===== config.mk =====
export PLATFORM = sky130hd
export DESIGN_NAME = standby_and_reset_control
export DESIGN_NICKNAME = d
export VERILOG_FILES = /design/src/pkg/sbrc_pkg.sv /design/src/design/standby_and_reset_control.sv
export SDC_FILE = /design/constraint.sdc
export NUM_CORES = 1
export LEC_CHECK = 0
export ABC_AREA = 1
export BUFFER_PORTS_ARGS = -buffer_cell sky130_fd_sc_hd__buf_2
export CORE_MARGIN = 2
export CORE_UTILIZATION = 56
export DETAILED_ROUTE_END_ITERATION = 8
export GPL_ROUTABILITY_DRIVEN = 1
export PLACE_DENSITY = 0.87
export SLEW_MARGIN = 40
export SYNTH_ARGS = -nofsm -noshare
export SYNTH_HDL_FRONTEND = slang
export SYNTH_SLANG_ARGS = --single-unit

===== constraint.sdc =====
create_clock -name I_MCLK -period 2.9 [get_ports I_MCLK]
set_input_delay 0.58 -clock I_MCLK [delete_from_list [all_inputs] [get_ports I_MCLK]]
set_output_delay 0.58 -clock I_MCLK [all_outputs]
set_load 0.02 [all_outputs]

===== src/pkg/sbrc_pkg.sv =====
// constants, offsets and state encoding of the standby and reset controller
package sbrc_pkg;
  // ---------------------------------------------------------------
  // register offsets
  // ---------------------------------------------------------------
  localparam int ADR_W = 8;
  localparam logic [ADR_W-1:0] SC1_OFS = 8'h00;
  localparam logic [ADR_W-1:0] SC2_OFS = 8'h04;
  localparam logic [ADR_W-1:0] TPERM_OFS = 8'h08;
  localparam logic [ADR_W-1:0] TKEY_OFS = 8'h0c;
  localparam logic [ADR_W-1:0] STAT_OFS = 8'h10;
  // ---------------------------------------------------------------
  // field positions
  // ---------------------------------------------------------------
  localparam int STOP_BIT = 7;
  localparam int RMODE_BIT = 6;
  localparam int DV_BIT = 4;
  localparam int WSEL_LSB = 2;
  localparam int OSCEN_BIT = 7;
  localparam int CLKSEL_BIT = 5;
  localparam int IDLE_BIT = 4;
  localparam int PROHIBIT_BIT = 0;
  // ---------------------------------------------------------------
  // reset values and masks
  // ---------------------------------------------------------------
  localparam logic [7:0] SC1_RST = 8'h00;
  localparam logic [7:0] SC2_RST = 8'h80;
  localparam logic [7:0] SC1_RMASK = 8'hfc;
  localparam logic [7:0] SC2_WMASK = 8'hbf;
  localparam logic [7:0] SC2_RMASK = 8'hb0;
  localparam logic [7:0] KEY_RST = 8'h00;
  // arbitrary unlock value
  localparam logic [7:0] TRAP_KEY = 8'h5a;
  localparam logic [19:0] RST_VECTOR = 20'hffffc;
  // ---------------------------------------------------------------
  // timing counts in high-frequency clock cycles, RST_MCYC in machine cycles of MCYC_FC clocks
  // ---------------------------------------------------------------
  localparam int CNT_W = 19;
  localparam int WARM_00 = 3 * (2 ** 16);
  localparam int WARM_01 = 2 ** 16;
  localparam int WARM_10 = 2 ** 14;
  localparam int MCYC_FC = 4;
  localparam int RST_MCYC = 3;
  localparam int RST_HOLD = RST_MCYC * MCYC_FC;
  // ---------------------------------------------------------------
  // controller states
  // ---------------------------------------------------------------
  typedef enum logic [2:0] {
    ST_RUN = 3'b000,
    ST_STOP = 3'b001,
    ST_WARM = 3'b011,
    ST_IDLE = 3'b010,
    ST_RESET = 3'b110
  } state_t;
endpackage

===== src/design/standby_and_reset_control.sv =====
// standby sequencing and reset combining with a wishbone register slave
// ---------------------------------------------------------------
// Notes on behaviour
// - stop exit: oscillator only, circuits idle
// - warm-up code picks three lengths
// - resume at next instruction after warm-up
// - prescaler and divider restart from zero
// - reset pin low in stop resets
// - idle stops cpu and watchdog only
// - idle keeps memory, registers, latches
// - master off: resume next instruction
// - master on: handler, then next instruction
// - reset pin low in idle resets
// - watchdog interrupt first cancels idle entry
// - four reset causes are combined
// - internal causes not armed by power-on
// - reset clears state, enables watchdog
// - after reset fetch reset vector
// - trap fetch from forbidden area resets
// - trap permitted after reset, key prohibits
// - software interrupt into trap area traps
// - oscillator off or reserved clock resets
// - warm-up counted in clock cycles, doubled
// - stop bit clears on stop exit
// - stop exit rewrites clock bits
// ---------------------------------------------------------------
`timescale 1ns/1ns
`default_nettype none
module standby_and_reset_control #(
  parameter int W00_CYC = sbrc_pkg::WARM_00,
  parameter int W01_CYC = sbrc_pkg::WARM_01,
  parameter int W10_CYC = sbrc_pkg::WARM_10
) (
  input wire logic I_MCLK,
  input wire logic I_RST_B,
  input wire logic I_WB_CYC,
  input wire logic I_WB_STB,
  input wire logic I_WB_WE,
  input wire logic [sbrc_pkg::ADR_W-1:0] I_WB_ADR,
  input wire logic [3:0] I_WB_SEL,
  input wire logic [31:0] I_WB_DAT,
  output logic O_WB_ACK,
  output logic [31:0] O_WB_DAT,
  input wire logic I_RESET_PIN_B,
  input wire logic I_STOP_RELEASE,
  input wire logic I_WDT_RST,
  input wire logic I_WDT_INT,
  input wire logic I_FETCH_TRAP,
  input wire logic I_SOFT_INT_TRAP,
  input wire logic I_IRQ_PEND,
  input wire logic I_INT_MASTER_EN,
  output logic O_SYS_RST_B,
  output logic O_CPU_HOLD,
  output logic O_WDT_RUN,
  output logic O_OSC_EN,
  output logic O_PRESCALER_CLR,
  output logic O_RESUME_NEXT,
  output logic O_TAKE_IRQ,
  output logic O_VECTOR_FETCH,
  output logic [19:0] O_VECTOR_ADDR
);
  import sbrc_pkg::*;

  // ---------------------------------------------------------------
  // state
  // ---------------------------------------------------------------
  typedef struct packed {
    state_t st;
    logic [7:0] sc1;
    logic [7:0] sc2;
    logic trap_en;
    logic [7:0] key;
    logic [3:0] cause;
    logic [CNT_W-1:0] cnt;
    logic ack;
    logic [7:0] dat;
    logic resume;
    logic irq;
    logic vec;
    logic pclr;
  } ctl_t;

  localparam logic [CNT_W-1:0] HOLD_LOAD = CNT_W'(RST_HOLD - 1);
  localparam ctl_t CTL_RST = '{st: ST_RESET, sc1: SC1_RST, sc2: SC2_RST,
    trap_en: 1'b1, key: KEY_RST, cause: 4'h0, cnt: HOLD_LOAD, ack: 1'b0,
    dat: 8'h00, resume: 1'b0, irq: 1'b0, vec: 1'b0, pclr: 1'b1};

  ctl_t s_ff;
  ctl_t nxt_s;
  logic req;
  logic wr;
  logic live;
  logic trap_hit;
  logic clk_off;
  logic int_rst;
  logic rst_any;

  // ---------------------------------------------------------------
  // warm-up length
  // ---------------------------------------------------------------
  function automatic logic [CNT_W-1:0] warm_load(input logic [1:0] sel_code,
                                                 input logic dv);
    logic [CNT_W-1:0] n;
    case (sel_code)
      2'b01: n = CNT_W'(W01_CYC);
      2'b10: n = CNT_W'(W10_CYC);
      default: n = CNT_W'(W00_CYC);
    endcase
    if (dv) begin
      n = n << 1;
    end
    return n - 1'b1;
  endfunction

  // ---------------------------------------------------------------
  // bus decode and reset causes
  // ---------------------------------------------------------------
  assign req = I_WB_CYC & I_WB_STB & ~s_ff.ack;
  assign wr = req & I_WB_WE & I_WB_SEL[0] & (s_ff.st != ST_RESET);
  assign live = (s_ff.st == ST_RUN) | (s_ff.st == ST_IDLE);
  assign trap_hit = s_ff.trap_en & (I_FETCH_TRAP | I_SOFT_INT_TRAP);
  assign clk_off = ~s_ff.sc2[OSCEN_BIT] | s_ff.sc2[CLKSEL_BIT];
  assign int_rst = live & (I_WDT_RST | trap_hit | clk_off);
  assign rst_any = ~I_RESET_PIN_B | int_rst;

  // ---------------------------------------------------------------
  // next state
  // ---------------------------------------------------------------
  always_comb begin
    nxt_s = s_ff;
    nxt_s.ack = 1'b0;
    nxt_s.resume = 1'b0;
    nxt_s.irq = 1'b0;
    nxt_s.vec = 1'b0;
    nxt_s.pclr = 1'b0;
    if (req) begin
      nxt_s.ack = 1'b1;
      nxt_s.dat = 8'h00;
      if (I_WB_ADR == SC1_OFS) begin
        nxt_s.dat = s_ff.sc1 & SC1_RMASK;
        if (wr) begin
          nxt_s.sc1 = I_WB_DAT[7:0];
        end
      end else if (I_WB_ADR == SC2_OFS) begin
        nxt_s.dat = s_ff.sc2 & SC2_RMASK;
        if (wr) begin
          nxt_s.sc2 = I_WB_DAT[7:0] & SC2_WMASK;
        end
      end else if (I_WB_ADR == TPERM_OFS) begin
        if (wr) begin
          if (s_ff.key == TRAP_KEY) begin
            nxt_s.trap_en = ~I_WB_DAT[PROHIBIT_BIT];
          end
          nxt_s.key = KEY_RST;
        end
      end else if (I_WB_ADR == TKEY_OFS) begin
        if (wr) begin
          nxt_s.key = I_WB_DAT[7:0];
        end
      end else if (I_WB_ADR == STAT_OFS) begin
        nxt_s.dat = {s_ff.st, s_ff.trap_en, s_ff.cause};
        if (wr) begin
          nxt_s.cause = s_ff.cause & ~I_WB_DAT[3:0];
        end
      end
    end
    case (s_ff.st)
      ST_RUN: begin
        if (s_ff.sc1[STOP_BIT]) begin
          nxt_s.st = ST_STOP;
          nxt_s.pclr = 1'b1;
        end else if (s_ff.sc2[IDLE_BIT]) begin
          if (I_WDT_INT) begin
            nxt_s.sc2[IDLE_BIT] = 1'b0;
            nxt_s.irq = 1'b1;
          end else begin
            nxt_s.st = ST_IDLE;
          end
        end
      end
      ST_STOP: begin
        nxt_s.pclr = 1'b1;
        if (I_STOP_RELEASE) begin
          nxt_s.st = ST_WARM;
          nxt_s.cnt = warm_load(s_ff.sc1[WSEL_LSB+:2], s_ff.sc1[DV_BIT]);
        end
      end
      ST_WARM: begin
        nxt_s.pclr = 1'b1;
        if (s_ff.cnt == '0) begin
          nxt_s.st = ST_RUN;
          nxt_s.resume = 1'b1;
          nxt_s.pclr = 1'b0;
          nxt_s.sc1[STOP_BIT] = 1'b0;
          nxt_s.sc2[OSCEN_BIT] = ~s_ff.sc1[RMODE_BIT];
          nxt_s.sc2[CLKSEL_BIT] = s_ff.sc1[RMODE_BIT];
        end else begin
          nxt_s.cnt = s_ff.cnt - 1'b1;
        end
      end
      ST_IDLE: begin
        if (I_IRQ_PEND) begin
          nxt_s.st = ST_RUN;
          nxt_s.sc2[IDLE_BIT] = 1'b0;
          if (I_INT_MASTER_EN) begin
            nxt_s.irq = 1'b1;
          end else begin
            nxt_s.resume = 1'b1;
          end
        end
      end
      ST_RESET: begin
        nxt_s.pclr = 1'b1;
        if (s_ff.cnt == '0) begin
          nxt_s.st = ST_RUN;
          nxt_s.vec = 1'b1;
          nxt_s.pclr = 1'b0;
        end else begin
          nxt_s.cnt = s_ff.cnt - 1'b1;
        end
      end
      default: begin
        nxt_s.st = ST_RESET;
      end
    endcase
    if (rst_any) begin
      nxt_s.st = ST_RESET;
      nxt_s.cnt = HOLD_LOAD;
      nxt_s.sc1 = SC1_RST;
      nxt_s.sc2 = SC2_RST;
      nxt_s.trap_en = 1'b1;
      nxt_s.key = KEY_RST;
      nxt_s.pclr = 1'b1;
      nxt_s.resume = 1'b0;
      nxt_s.irq = 1'b0;
      nxt_s.vec = 1'b0;
    end
    if (live) begin
      nxt_s.cause[0] = nxt_s.cause[0] | I_WDT_RST;
      nxt_s.cause[1] = nxt_s.cause[1] | trap_hit;
      nxt_s.cause[2] = nxt_s.cause[2] | clk_off;
    end
    nxt_s.cause[3] = nxt_s.cause[3] | ~I_RESET_PIN_B;
  end

  always_ff @(posedge I_MCLK or negedge I_RST_B) begin
    if (!I_RST_B) begin
      s_ff <= CTL_RST;
    end else begin
      s_ff <= nxt_s;
    end
  end

  // ---------------------------------------------------------------
  // outputs
  // ---------------------------------------------------------------
  assign O_WB_ACK = s_ff.ack;
  assign O_WB_DAT = {24'h000000, s_ff.dat};
  assign O_SYS_RST_B = I_RESET_PIN_B & (s_ff.st != ST_RESET);
  assign O_CPU_HOLD = s_ff.st != ST_RUN;
  assign O_WDT_RUN = s_ff.st == ST_RUN;
  assign O_OSC_EN = s_ff.st != ST_STOP;
  assign O_PRESCALER_CLR = s_ff.pclr;
  assign O_RESUME_NEXT = s_ff.resume;
  assign O_TAKE_IRQ = s_ff.irq;
  assign O_VECTOR_FETCH = s_ff.vec;
  assign O_VECTOR_ADDR = RST_VECTOR;

  // ---------------------------------------------------------------
  // assertions
  // ---------------------------------------------------------------
  property p_warm_idle;
    @(posedge I_MCLK) disable iff (!I_RST_B)
      s_ff.st == ST_WARM |-> O_OSC_EN && O_CPU_HOLD && O_PRESCALER_CLR;
  endproperty
  a_warm_idle: assert property (p_warm_idle) else $error("warm-up not idle");

  property p_warm_len;
    @(posedge I_MCLK) disable iff (!I_RST_B)
      $rose(s_ff.st == ST_WARM) && s_ff.sc1[WSEL_LSB+:2] == 2'b10 && !s_ff.sc1[DV_BIT]
      |-> s_ff.cnt == CNT_W'(W10_CYC - 1);
  endproperty
  a_warm_len: assert property (p_warm_len) else $error("warm-up length wrong");

  property p_warm_dbl;
    @(posedge I_MCLK) disable iff (!I_RST_B)
      $rose(s_ff.st == ST_WARM) && s_ff.sc1[WSEL_LSB+:2] == 2'b01 && s_ff.sc1[DV_BIT]
      |-> s_ff.cnt == CNT_W'(2 * W01_CYC - 1);
  endproperty
  a_warm_dbl: assert property (p_warm_dbl) else $error("doubled warm-up wrong");

  property p_resume;
    @(posedge I_MCLK) disable iff (!I_RST_B)
      s_ff.st == ST_WARM && s_ff.cnt == '0 && I_RESET_PIN_B
      |=> O_RESUME_NEXT && !O_PRESCALER_CLR && !s_ff.sc1[STOP_BIT] && !O_CPU_HOLD;
  endproperty
  a_resume: assert property (p_resume) else $error("stop exit wrong");

  property p_pin_reset;
    @(posedge I_MCLK) disable iff (!I_RST_B)
      !I_RESET_PIN_B |-> !O_SYS_RST_B ##1 s_ff.st == ST_RESET && s_ff.sc2 == SC2_RST;
  endproperty
  a_pin_reset: assert property (p_pin_reset) else $error("pin reset missed");

  property p_idle_hold;
    @(posedge I_MCLK) disable iff (!I_RST_B)
      s_ff.st == ST_IDLE |-> O_CPU_HOLD && !O_WDT_RUN && O_OSC_EN;
  endproperty
  a_idle_hold: assert property (p_idle_hold) else $error("idle hold wrong");

  property p_idle_irq;
    @(posedge I_MCLK) disable iff (!I_RST_B)
      s_ff.st == ST_IDLE && I_IRQ_PEND && !rst_any
      |=> s_ff.st == ST_RUN && (O_TAKE_IRQ == $past(I_INT_MASTER_EN))
          && (O_RESUME_NEXT != $past(I_INT_MASTER_EN));
  endproperty
  a_idle_irq: assert property (p_idle_irq) else $error("idle exit wrong");

  property p_wdt_first;
    @(posedge I_MCLK) disable iff (!I_RST_B)
      s_ff.st == ST_RUN && !s_ff.sc1[STOP_BIT] && s_ff.sc2[IDLE_BIT] && I_WDT_INT && !rst_any
      |=> s_ff.st == ST_RUN && O_TAKE_IRQ;
  endproperty
  a_wdt_first: assert property (p_wdt_first) else $error("idle entered over wdt");

  property p_clk_off;
    @(posedge I_MCLK) disable iff (!I_RST_B)
      s_ff.st == ST_RUN && !s_ff.sc2[OSCEN_BIT] |=> s_ff.st == ST_RESET ##1 s_ff.cause[2];
  endproperty
  a_clk_off: assert property (p_clk_off) else $error("clock-off reset missed");

  property p_vector;
    @(posedge I_MCLK) disable iff (!I_RST_B)
      $rose(O_SYS_RST_B) && I_RESET_PIN_B |-> O_VECTOR_FETCH && s_ff.trap_en;
  endproperty
  a_vector: assert property (p_vector) else $error("no vector fetch");
endmodule
`default_nettype wire


==> flow_summary.ini, run 1 <==
[timing]
setup_viol = 0
rsz0062_at_grt = no
worst_slew_pin_slew_ns = 0.792
finalSetupTns_ns = 0
min_period_ns = 2.28
slew_headroom = 0.470
period_share = 0.785
fmax_ghz = 0.439
slew_violations = 0
worst_clock_skew_ns = 0.00774
hold_violations = 0

[run]
maxCapViolations = 0

[global_route]
grt_max_degree = 31
grt_pass1_wl_um = 14000
grtUsageTotal = 0.243
grt_pass1_vias = 3066
antenna_found_initial = 0
gr-total-overflow = 0

[floorplanning]
die_area_um2 = 7290
initial_core_util = 0.581
dieHeight_um = 85.4
ios = 118
fp-row-count = 29
core_um2 = 6390
die_w_um = 85.4

[clock_network]
post_cts_buffers = 0
cts_sinks = 57
cts_max_level = 3
clock_latency_ns = 0.35
cts_buffer_depth = 2
cts_buffers = 9
cts_hold_buf = 0
tritoncts = yes
root_buffer = clkbuf_8
clk_pin_slew_ns = 0.07
cts_resized = 0

[synthesis]
yosys.area.top_type = dfrtp_1
synth.most_common_cell = nand2_1
seq_area_frac_synth = 0.387
async_reset_ff_frac = 1.00
synthTopCellsByArea = dfrtp_1, nand2_1, buf_4
synth_top_area_frac = 0.331
synth_cell_type_count = 36
postSynthCellCount = 513
synth_area_per_cell_um2 = 7.23
synthTopCellsByCount = nand2_1, inv_1, buf_4, dfrtp_1, nor2_1
ys_ff_latch = 57
syn_area_um2 = 3710
synth-edff-count = 0
yosysWarnings = 0
synth_flop_cell = dfrtp_1

[worst_setup_path]
end_kind = register
start_kind = register
cp_max_fo = 9
setup.worst_path.class = register to register
cp.arrival_ns = 2.52
cpMostUsedCell = nand2_1
cp_slowest_cell = dfrtp_1
required_ns = 3.14
rrSetupSlack_ns = 0.62
cp_cell_sequence = inv_2, nand2_1, nand2_1, nand2_2, nor2_1, inv_1, ha_1, nand2_1, nor2_2, nand3_1, nor2_1, nor2_1, nand2_1, nand2_1
cp_slowest_stage_delay_ns = 0.48

[power]
power_mw = 3.38
power_leakage_nw = 2.12
comb_power_share = 0.431
irDropWorstVdd_uv = 637
clkPwrFrac = 0.248
internal_power_mw = 1.91
pwr-share-seq = 0.321
p_sw_mw = 1.47
swShare = 0.435
cellPowerDensity_nw_per_um2 = 844

[drt]
drtAntennaViolNets = 0
drt_iter0_markers = 290
wl_um = 8250
vias = 3370
first_pass_iters = 8
via_per_inst = 5.29
post_drt_wl_per_cell_um = 12.9
drc = 0

[layout]
num-fill-cells = 535
final_util = 0.628
diodes = 0
area_growth_pct = 8.13
nets = 615
drive_above_1_share = 0.163
final_area_um2 = 4010

[placed_design]
gp_congestion = 0.916
port_buffers = 46
dpl.hpwl_um = 5930
dpl_cell_area_um2 = 3790

[min_path]
min_path_type = primary input to async pin

[outcome]
status = complete, no violations
sequential cells by signal, summed over array words and instances (netlist names):
name / count
s_ff: 44
O_WB_DAT: 8
O_PRESCALER_CLR: 1
O_RESUME_NEXT: 1
O_TAKE_IRQ: 1
O_VECTOR_FETCH: 1
O_WB_ACK: 1
path summary, 6_finish.rpt:
kind / startpoint / end / depth (start not counted)
hold / removal: I_RST_B / s_ff[42] / 1
setup reg to reg: s_ff[61] / s_ff[27] / 14
max in group asynchronous: I_RST_B / s_ff[62] / 2
hold reg to reg: O_WB_DAT[2] / O_WB_DAT[2] / 2
setup / recovery: s_ff[61] / s_ff[27] / 14
min in group I_MCLK: I_RESET_PIN_B / s_ff[35] / 2
per-layer routing:
layer / up-vias / track usage / wire length (um)
li1: 1630 / - / -
met1: 1525 / 0.325 / 3370
met2: 188 / 0.389 / 3970
met3: 27 / 0.0409 / 713
met4: 0 / 0.104 / 196
met5: - / 0 / 0
kinds of logic after synthesis:
family | synth area share
AO/OA/AOI/OAI | 0.120
other | 0.00203
XOR/XNOR | 0.0189
AND/OR/NAND/NOR | 0.279
flip-flops | 0.387
buffers and inverters | 0.183
adder cells (fa/ha/maj) | 0.0101
cells in the final DEF (no fill, tap or decap), types with 2 or more instances in the layout:
master,count
o21ai_2,3
xor2_1,4
buf_2,46
clkinv_2,2
o21ai_0,32
nand3_1,34
ha_1,3
nand2_2,4
buf_4,3
nand2_1,133
o21ai_1,9
clkbuf_8,10
inv_2,4
dfstp_2,8
xnor2_1,4
conb_1,44
nand4_1,6
nor2_4,2
inv_1,58
o22ai_1,5
dfrtp_1,49
nor2_1,47
a31oi_1,4
o31ai_1,5
nor3_1,8
bufinv_16,2
a21oi_1,18
power groups by stage:
stage               logic (mW)  registers (mW)  clock network [mW]
global route              1.64            1.10               0.886
floorplan                 1.21            1.07                   0
finish                    1.46            1.09               0.839
global placement          1.39            1.09                   0
CTS                       1.45            1.08               0.843
detailed placement        1.43            1.09                   0
per-stage QoR:
stage               setup slack (ns)  instances  hold WS [ns]
floorplan                      0.916        555         0.284
global placement               0.675        621         0.457
detailed placement             0.596        621         0.470
CTS                            0.675        637         0.289
global route                   0.413        637         0.310
finish                         0.624        637         0.261
critical path: cells and delay by family (launching register included):
family | cells | cell delay, ns
DFF | 1 | 0.48
adders and majority gates | 1 | 0.20
and+or+nand+nor | 11 | 1.30
buffers and inverters | 2 | 0.18
layout make-up:
cell class                 count  area (um2)  share of cell area
clock inverter                 5        78.8              0.0197
clock buffer                  11         141              0.0353
tap                           77        96.3              0.0240
inverter                      62         233              0.0580
timing repair buffer          50         273              0.0680
sequential                    57        1440               0.358
multi-input combinational    375        1750               0.437
Note: power is estimated with default switching activity, not from simulation.
==> run 2: changes to the inputs <==
--- a/config.mk
+++ b/config.mk
@@ -8,10 +8,10 @@
 export ABC_AREA = 1
 export BUFFER_PORTS_ARGS = -buffer_cell sky130_fd_sc_hd__buf_2
 export CORE_MARGIN = 2
-export CORE_UTILIZATION = 56
+export CORE_UTILIZATION = 52
 export DETAILED_ROUTE_END_ITERATION = 8
 export GPL_ROUTABILITY_DRIVEN = 1
-export PLACE_DENSITY = 0.87
+export PLACE_DENSITY = 0.81
 export SLEW_MARGIN = 40
 export SYNTH_ARGS = -nofsm -noshare
 export SYNTH_HDL_FRONTEND = slang
==> constraint.sdc (replaced) <==
create_clock -name I_MCLK -period 2.1 [get_ports I_MCLK]
set_input_delay 0.42 -clock I_MCLK [delete_from_list [all_inputs] [get_ports I_MCLK]]
set_output_delay 0.42 -clock I_MCLK [all_outputs]
set_load 0.02 [all_outputs]
==> flow_summary.ini, run 2 (synthesis gave the netlist of run 1 again) <==
[outcome]
status = complete, no violations

[worst_setup_path]
cp_max_fo = 11
setup.worst_path.class = register to register
required_ns = 2.35
cp.arrival_ns = 2.19
end_kind = register
start_kind = register

[timing]
worst_clock_skew_ns = 0.00913
rsz0062_at_grt = yes
slew_violations = 0
fmax_ghz = 0.515
fin_ws_ns = 0.156
hold_violations = 0
worst_slew_pin_slew_ns = 0.521
whs_ns = 0.0355
setup_viol = 0
slew_headroom = 0.653
period_share = 0.926
min_period_ns = 1.94

[placed_design]
dpl.hpwl_um = 5930
gp_congestion = 0.920
dpl_cell_area_um2 = 3870
dp.cells = 648
port_buffers = 46
pre_cts_slack_ns = 0.0774

[global_route]
grt_max_degree = 38
grt_pass1_vias = 3000
antenna_found_initial = 0
grtUsageTotal = 0.222
gr-total-overflow = 0
grt_pass1_wl_um = 13600

[clock_network]
tritoncts = yes
cts_buffers = 9
cts_buffer_depth = 2
root_buffer = clkbuf_8
clock_latency_ns = 0.36
cts_max_level = 3
clk_pin_slew_ns = 0.07
cts_sinks = 57

[drt]
drtAntennaViolNets = 0
drc = 0
via_per_inst = 5.03
vias = 3341
post_drt_wl_per_cell_um = 12.1
first_pass_iters = 5
drt_iter0_markers = 175
wl_um = 8060

[power]
power_leakage_nw = 2.13
irDropWorstVdd_uv = 415
cellPowerDensity_nw_per_um2 = 1120

[floorplanning]
dieHeight_um = 88.5
ios = 118
die_area_um2 = 7820
core_um2 = 6830
initial_core_util = 0.543
fp-row-count = 30
die_w_um = 88.5

[layout]
diodes = 0
regMostFlops = s_ff
drive_above_1_share = 0.183
layout_commonest_cell = nand2_1
area_growth_pct = 9.89
nets = 623
fin_cells = 664
final_area_um2 = 4080
final_cell_mix = nand2_1, inv_1, dfrtp_1
largest_reg_flops = 44

[run]
maxCapViolations = 0

[min_path]
min_path_type = primary input to async pin
-- run 2: changes by cell type in the layout (fill, tap and decap cells not counted), sizes merged --
cell	change
buf	+8
bufinv	-2
clkbuf	-1
clkinv	-1
clkinvlp	+4
-- run 2: power breakdown --
part / leakage (nW) / internal [mW] / switching, mW / total, mW
clock network: 0.0805 / 0.458 / 0.478 / 0.935
registers: 0.731 / 1.30 / 0.196 / 1.50
logic: 1.31 / 0.730 / 1.41 / 2.14
total: 2.13 / 2.49 / 2.08 / 4.58
-- run 2: critical path: stages, from the launching register on --
cell and delay [ns]:
dfstp_2 0.61, inv_2 0.07, nand3_2 0.12, nand2_4 0.07, buf_4 0.17, o21ai_1 0.12, nand2_1 0.16, nor2_4 0.18
nand3_1 0.12, nor2_1 0.10, nor2_1 0.05, nand2_1 0.05, nand2_1 0.04
-- run 2: timing repair --
item / CTS / global route
gates resized for setup: 0 / 6
setup endpoints to repair: 0 / 7
hold buffers: 0 / 0
buffers inserted: 0 / 0
-- run 2: per-layer routing --
metal | global-route usage | wire [um] | vias to the layer above
met5 | 0 | 0 | -
met4 | 0.0854 | 108 | 0
met3 | 0.0448 | 456 | 9
met2 | 0.347 | 3820 | 135
met1 | 0.307 | 3680 | 1548
li1 | - | - | 1649
-- run 2: path summary, 6_finish.rpt --
| check | start | end | slack [ns] | cells past startpoint |
|---|---|---|---|---|
| max in group asynchronous | I_RST_B | s_ff[14] | 1.42 | 2 |
| worst min-delay path | I_RST_B | s_ff[33] | 0.04 | 1 |
| worst max-delay path | s_ff[63] | s_ff[27] | 0.16 | 12 |
| worst min register to register | O_WB_DAT[2] | O_WB_DAT[2] | 0.48 | 2 |
| worst max register to register | s_ff[63] | s_ff[27] | 0.16 | 12 |
| min in group I_MCLK | I_RESET_PIN_B | s_ff[35] | 0.25 | 2 |
-- run 2: through the flow --
stage | util | setup TNS (ns) | power, mW
2_1_floorplan | - | 0 | 3.14
6_report | 0.597 | 0 | 4.58
3_3_place_gp | 0.567 | 0 | 3.49
3_5_place_dp | 0.567 | 0 | 3.56
5_1_grt | 0.597 | -0.0199 | 4.95
4_1_cts | 0.594 | 0 | 4.51
-- run 2: final cells by class --
class / instances / area, um2
Fill cell: 601 / 2760
Multi-Input combinational cell: 375 / 1770
Sequential cell: 57 / 1440
Timing Repair Buffer: 58 / 333
Inverter: 62 / 233
Clock buffer: 10 / 138
Tap cell: 96 / 120
Clock inverter: 6 / 43.8
